[config.mk]
export PLATFORM = sky130hd
export DESIGN_NAME = tps_sequencer
export DESIGN_NICKNAME = d
export VERILOG_FILES = /design/src/hdl/tps_pkg.sv /design/src/hdl/tps_sequencer.sv
export SDC_FILE = /design/constraint.sdc
export NUM_CORES = 1
export LEC_CHECK = 0
export ABC_AREA = 1
export BUFFER_PORTS_ARGS = -buffer_cell sky130_fd_sc_hd__buf_2
export CAP_MARGIN = 5
export CORE_MARGIN = 2
export CORE_UTILIZATION = 40
export CTS_BUF_LIST = sky130_fd_sc_hd__clkbuf_8 sky130_fd_sc_hd__clkbuf_16
export DETAILED_ROUTE_END_ITERATION = 10
export PLACE_DENSITY = 0.74
export SETUP_SLACK_MARGIN = 0.05
export SLEW_MARGIN = 20
export SYNTH_ARGS = -nofsm -noshare
export SYNTH_HDL_FRONTEND = slang
export SYNTH_SLANG_ARGS = --single-unit
[constraint.sdc]
create_clock -name clk -period 2.3 [get_ports clk]
set_clock_uncertainty 0.05 [all_clocks]
set_input_delay 0.115 -clock clk [delete_from_list [all_inputs] [get_ports clk]]
set_output_delay 0.115 -clock clk [all_outputs]
set_load 0.02 [all_outputs]
[src/hdl/tps_pkg.sv]
package tps_pkg;

    // ----------------------------------------
    // pattern geometry
    // ----------------------------------------
    localparam int TPS_PATTERN_LEN = 14;
    localparam int TPS_CNT_W = 4;
    localparam logic [TPS_CNT_W-1:0] TPS_CNT_LAST = 4'hD;
    localparam logic [TPS_CNT_W-1:0] TPS_CNT_RESET = 4'h0;

    // ----------------------------------------
    // drive levels
    // ----------------------------------------
    typedef enum logic [1:0]
    {
        TPS_LVL_DRIVER_RAIL = 2'b00,
        TPS_LVL_MOD_RAIL = 2'b01,
        TPS_LVL_STOP = 2'b10,
        TPS_LVL_RESERVED = 2'b11
    } tps_level_e;

    // driver command presented to the output stage
    typedef enum logic [1:0]
    {
        TPS_DRV_NORMAL = 2'b00,
        TPS_DRV_DRIVER_RAIL = 2'b01,
        TPS_DRV_MOD_RAIL = 2'b10,
        TPS_DRV_STOP = 2'b11
    } tps_drive_e;

    // ----------------------------------------
    // sequencer states
    // ----------------------------------------
    typedef enum logic [1:0]
    {
        TPS_ST_IDLE = 2'b00,
        TPS_ST_OVER = 2'b01,
        TPS_ST_UNDER = 2'b10
    } tps_state_e;

endpackage : tps_pkg

[src/hdl/tps_sequencer.sv]
// Notes on behaviour
// - An all-zero overshoot pattern disables protection so the normal drive applies through each overshoot sequence.
// - The two-bit level field sets the drive for set pattern bits: driver rail, modulation rail, or stop.
// - The 14-bit pattern is applied lsb first, bit 0 in the first cycle after a falling modulation edge.
// - From the fifteenth cycle after an edge the normal driver settings apply again.
// - An undershoot sequence with its own pattern and level runs after each rising modulation edge.
// - Both sequences may run together with wave shaping, independent of the legacy regulated setting.
`timescale 1ns/1ps
`default_nettype none

module tps_sequencer
    import tps_pkg::*;
#(
    parameter int PATTERN_LEN = TPS_PATTERN_LEN
)
(
    // clock and reset
    input wire logic clk,
    input wire logic rst_n,
    // modulation state from the encoder, high while modulated
    input wire logic modulated,
    // overshoot settings
    input wire logic [PATTERN_LEN-1:0] over_transition_drive_pattern,
    input wire logic [1:0] over_transition_drive_level_select,
    // undershoot settings
    input wire logic [PATTERN_LEN-1:0] under_transition_drive_pattern,
    input wire logic [1:0] under_transition_drive_level_select,
    // legacy setting, accepted but not consulted
    input wire logic legacy_regulated_modulation_select,
    // drive command to the output stage
    output tps_pkg::tps_drive_e drive_cmd,
    output logic override_active,
    output logic [TPS_CNT_W-1:0] pattern_index
);
    import tps_pkg::*;

    // ----------------------------------------
    // edge detection
    // ----------------------------------------
    logic mod_prev;

    // ----------------------------------------
    // sequence state and counters
    // ----------------------------------------
    tps_state_e state;
    tps_state_e next_state;
    logic [TPS_CNT_W-1:0] cnt;
    logic [TPS_CNT_W-1:0] next_cnt;
    tps_drive_e next_drive;

    // history resets low, so a high level at release counts as a rising edge
    wire fall_edge = mod_prev & ~modulated;
    wire rise_edge = ~mod_prev & modulated;
    wire last_bit = (cnt == TPS_CNT_LAST);

    // legacy select deliberately ignored: shaping needs no legacy mode
    wire unused_legacy = legacy_regulated_modulation_select;

    // ----------------------------------------
    // sequencing decode
    // ----------------------------------------
    wire running = (state != TPS_ST_IDLE);
    wire seq_done = running & last_bit;
    wire [TPS_CNT_W-1:0] cnt_step = cnt + 4'h1;

    // ----------------------------------------
    // sequencing
    // ----------------------------------------
    // index restarts at zero on every edge, even in mid-sequence
    always_comb
    begin
        next_state = state;
        next_cnt = cnt_step;
        if (fall_edge)
        begin
            next_state = TPS_ST_OVER;
            next_cnt = TPS_CNT_RESET;
        end
        else if (rise_edge)
        begin
            next_state = TPS_ST_UNDER;
            next_cnt = TPS_CNT_RESET;
        end
        else if (seq_done)
        begin
            next_state = TPS_ST_IDLE;
            next_cnt = TPS_CNT_RESET;
        end
        else if (!running)
        begin
            next_cnt = TPS_CNT_RESET;
        end
    end

    // ----------------------------------------
    // drive selection
    // ----------------------------------------
    wire over_sel = (next_state == TPS_ST_OVER);
    wire under_sel = (next_state == TPS_ST_UNDER);
    wire [PATTERN_LEN-1:0] sel_pattern = over_sel ? over_transition_drive_pattern
        : under_transition_drive_pattern;
    wire [1:0] sel_level = over_sel ? over_transition_drive_level_select
        : under_transition_drive_level_select;
    // settings are read live, so a change mid-sequence acts from the next cycle
    logic [PATTERN_LEN-1:0] bit_hit;
    genvar gi;
    generate
        for (gi = 0; gi < PATTERN_LEN; gi++)
        begin : g_bit_hit
            assign bit_hit[gi] = (next_cnt == TPS_CNT_W'(gi)) & sel_pattern[gi];
        end
    endgenerate

    // zero pattern leaves every bit clear, so normal drive throughout
    wire sel_bit = (over_sel | under_sel) & (|bit_hit);

    always_comb
    begin
        next_drive = TPS_DRV_NORMAL;
        if (sel_bit)
        begin
            unique case (tps_level_e'(sel_level))
                TPS_LVL_DRIVER_RAIL: next_drive = TPS_DRV_DRIVER_RAIL;
                TPS_LVL_MOD_RAIL: next_drive = TPS_DRV_MOD_RAIL;
                TPS_LVL_STOP: next_drive = TPS_DRV_STOP;
                // reserved code falls back to normal drive
                default: next_drive = TPS_DRV_NORMAL;
            endcase
        end
    end

    // ----------------------------------------
    // registers: edge history
    // ----------------------------------------
    always_ff @(posedge clk)
    begin
        if (!rst_n)
        begin
            mod_prev <= 1'b0;
        end
        else
        begin
            mod_prev <= modulated;
        end
    end

    // ----------------------------------------
    // registers: sequence state
    // ----------------------------------------
    always_ff @(posedge clk)
    begin
        if (!rst_n)
        begin
            state <= TPS_ST_IDLE;
        end
        else
        begin
            state <= next_state;
        end
    end

    always_ff @(posedge clk)
    begin
        if (!rst_n)
        begin
            cnt <= TPS_CNT_RESET;
        end
        else
        begin
            cnt <= next_cnt;
        end
    end

    // ----------------------------------------
    // registers: outputs
    // ----------------------------------------
    // outputs come straight from flops so the stage sees no decode glitches
    always_ff @(posedge clk)
    begin
        if (!rst_n)
        begin
            drive_cmd <= TPS_DRV_NORMAL;
        end
        else
        begin
            drive_cmd <= next_drive;
        end
    end

    always_ff @(posedge clk)
    begin
        if (!rst_n)
        begin
            override_active <= 1'b0;
        end
        else
        begin
            override_active <= sel_bit;
        end
    end

    always_ff @(posedge clk)
    begin
        if (!rst_n)
        begin
            pattern_index <= TPS_CNT_RESET;
        end
        else
        begin
            pattern_index <= next_cnt;
        end
    end

endmodule : tps_sequencer

`default_nettype wire

; ---- After elaboration in Yosys (flattened, before gate mapping)
; Index checks and enable logic that the tools add are counted.
[classes]
n_shift = 0
order_cmp = 0
n_div = 0
multipliers = 0
muxes = 10
n_bitwise = 21
reduce_logical = 5
add_sub_neg = 1
eq_ne = 18
[op_table]
columns = op, count
row1 = $eq A4 B4 Y1 const B, 7
row2 = $and A1 B1 Y1, 18
row3 = $eq A4 B3 Y1 const B, 4
row4 = $mux W4, 4
row5 = $mux W14, 1
row6 = $reduce_or A14 Y1, 1
row7 = $eq A4 B2 Y1 const B, 2
row8 = $mux W2, 4
row9 = $pmux W2 S3, 1
row10 = $add A4 B1 Y4 const B, 1
row11 = $eq A2 B1 Y1 const B, 2
row12 = $eq A2 B2 Y1 const B, 2
row13 = $eq A4 B1 Y1 const B, 1
row14 = $logic_not A4 Y1, 1
row15 = $logic_not A2 Y1, 1
row16 = $not A1 Y1, 2
row17 = $reduce_and A2 Y1, 1
row18 = $reduce_bool A2 Y1, 1
row19 = $or A1 B1 Y1, 1
[totals]
in_bits = 36
mem_count = 0
latch_bits = 0
mem_bits_rw = 0
mem_bits_ro = 0
regBits = 10

; ---- Depth between registers and ports, before layout
[logic_depth]
ltp_word = 11
depth_mapped = 20
mapped_depth_nobuf = 18

; ---- Worst setup path after synthesis
; Ideal clock, no wire load.
[synth_path]
path_type = reg2reg
start = register pattern_index[0] (netlist name)
end = register drive_cmd[0]
setup_slack_ps = -128
path_buffers = 2
stages_incl_launch_ff = 17
required_time_ps = 2137
arrival_ps = 2264
period_less_slack_ps = 2428
cell_sequence = dfxtp_1 > ha_1 > nand3_2 > clkinv_2 > nand2_2 > a31oi_1 > ha_1 > buf_2 > buf_2 > mux2i_1 > nor2_1 > nor2_1 > nand2_1 > nand2_1 > nand2_1 > nand3_2 > nor2_1
[synth_rtl]
columns = element, line_no
row1 = to (signal assigned), tps_sequencer.sv:186  ; drive_cmd <= next_drive;
row2 = to (decl), tps_sequencer.sv:31  ; output tps_pkg::tps_drive_e drive_cmd,

==> out/metrics.yaml <==
status: "finished, final reports clean"
row_count: 16
critPathArrivalTime_ns: 2.26
whs_path_depth: 3
yosysWarnings: 0
setup_tns_ns: 0
synth_edf_count: 0
path_clk_slew_ns: 0.05
setup_viol: 0
rsz0062_at_grt: "yes"
drc: 0
ir_worst_vdd_v: 0.000272
postSynthNetCount: 182
ys_seq_elements: 10
syn_inst: 143
grt_pass1_wl_microns: 3680
min_period_ns: 2.17
drt_wl_total_microns: 2290
reg2reg_depth: 19
max_freq_mhz: 461
cp-start-kind: "flop"
timing_hold_violations_final: 0
netlist_area_sq_um: 866
cts_buffer_depth: 2
area_growth_pct: 49.0
die_h_microns: 50.5
grt_pass1_vias: 888
diodes: 0
synth_area_leaders: "dfxtp_1 (23%), nand2_1 (22%), inv_1 (7.8%)"
start_util_pct: 43.2
tritoncts: "built"
hpwl_microns: 1730
cp_max_fo: 5
synth_top_area_share_pct: 23.1
min_path_type: "primary input to flop"
nets: 235
numCtsBuffers: 3
pwr_density_cell_nw_per_um2: 410
place_inst: 211
synthArstFlopShare_pct: 0
ant_nets: 0
antenna_found_initial: 0
yosysTopAreaCell: "dfxtp_1"
ctsHtreeMaxLevel: 1
instances_no_fill: 222
overflow: 0
final_cell_mix: "nand2_1 (50), buf_2 (41), nor2_1 (17)"
slew-limit-headroom_pct: 73.9
via_count: 1022
endpoint_kind: "flop"
place_congestion: 0.887
post_drt_wl_per_cell_microns: 10.3
drv_cap: 0
syn-mean-instance-area_sq_um: 6.05
critical_path_class: "flop to flop"
ys.flop_type: "dfxtp_1"
grt_max_degree: 14
clk_latency_ns: 0.25
track_usage_pct: 19.9
port_buffers: 41
power.leakage_nw: 0.716
die_x_microns: 50.5
seq_area_frac_synth_pct: 23.1
yosysUniqueCellTypes: 21
cts_root_buf: "clkbuf_8"
ios: 43
drtIter0Drc: 18
min_to: "mod_prev"
final_common_cell: "nand2_1"
r2r-start: "pattern_index[1]"
design.core.area_sq_um: 2000
hp-start: "rst_n"
drive_above_1_share_pct: 38.5
worstMarginPinSlew_ns: 0.392
critPathRequiredTime_ns: 2.39
finalCritPeriodShare_pct: 94.4
dr.pass1.iters: 4
cts.sinks: 10
drv_slew: 0
die-area_sq_um: 2550
via_per_inst: 4.60
r2r-end: "drive_cmd[0]"
r2r_slack_ns: 0.13
## layer usage
layer	vias to the layer above	global-route usage (%)	wire (microns)
met5	-	0	0
met4	0	14.9	65
met3	5	3.57	128
met2	33	34.9	1170
met1	431	21.0	932
li1	553	-	-
## flip-flops by register name, summed over array words and instances, names as in the netlist
signal	flops
drive_cmd	2
pattern_index	4
state	2
override_active	1
mod_prev	1
## how the worst max path moves through the flow
| stage | startpoint | to |
|---|---|---|
| 3_3_place_gp | pattern_index[1] | drive_cmd[0] |
| 3_5_place_dp | pattern_index[1] | drive_cmd[0] |
| 5_1_grt | pattern_index[1] | override_active |
| 2_1_floorplan | pattern_index[1] | drive_cmd[0] |
| 4_1_cts | pattern_index[1] | drive_cmd[0] |
| 6_report | pattern_index[1] | drive_cmd[0] |
## critical path, stage by stage (launching register included)
cell        delay [ns]
dfxtp_4           0.35
inv_2             0.06
ha_4              0.13
nand3_4           0.08
inv_4             0.07
nand2_4           0.05
a31oi_4           0.21
ha_4              0.20
buf_4             0.14
clkinvlp_4        0.12
nand2_1           0.08
nand2_1           0.05
nand4_1           0.08
nand2_1           0.05
inv_1             0.05
nand2_1           0.04
nand2_1           0.05
nand2_1           0.06
nand3_2           0.09
nor2_1            0.04
## timing repair
item,4_1_cts,5_1_grt
gates resized for setup,6,7
pin swaps,1,7
endpoints found under the hold margin,0,0
gates cloned,1,0
endpoints found under the setup margin,3,3
hold buffers,0,0
buffers inserted,0,6
## power breakdown
part           internal, mW  switching (mW)  total [mW]
combinational        0.0680          0.0840       0.152
clock                 0.117          0.0729       0.190
sequential            0.180         0.00616       0.186
total                 0.365           0.163       0.528
## cell families (layout without fill, tap and decap cells)
logic type               after synthesis  in the layout  synth area share, %
adder cells (fa/ha/maj)                3              3                 4.34
multiplexers                           5              5                 5.78
AND/OR/NAND/NOR                       95             95                 50.3
XOR/XNOR                               3              3                 3.04
buffers and inverters                 23             75                 10.5
AO/OA/AOI/OAI                          4              4                 2.89
flip-flops                            10             10                 23.1
## Yosys cell counts, types with 2 or more instances
master	count
dfxtp_1	10
mux2i_1	5
nand4_1	7
xnor2_1	3
nor2_1	17
nand2_1	51
ha_1	3
buf_2	3
nand3_2	3
nand2_2	4
inv_1	18
nand3_1	9
nor2_4	2
## cell type report
type                       count  area [sq um]
clock buffer                   3          41.3
clock inverter                 1          3.75
fill                         189           712
inverter                      20          81.3
multi-input combinational    110           629
sequential                    10           208
tap                           27          33.8
timing repair buffer          50           285
timing repair inverter         1          7.51
## per-stage QoR
step / utilization (%) / area (sq um) / setup WS [ns] / total power [mW] / hold slack [ns]
floorplan: - / 876 / 0.0588 / 0.277 / 0.158
detailed placement: 56.6 / 1130 / -0.0366 / 0.327 / 0.277
CTS: 60.8 / 1220 / 0.0567 / 0.525 / 0.0247
global route: 64.4 / 1290 / -0.0410 / 0.562 / 0.0472
finish: 64.4 / 1290 / 0.130 / 0.528 / 0.0249
global placement: 56.6 / 1130 / 0.0411 / 0.324 / 0.260
(Power assumes the default switching activity.)
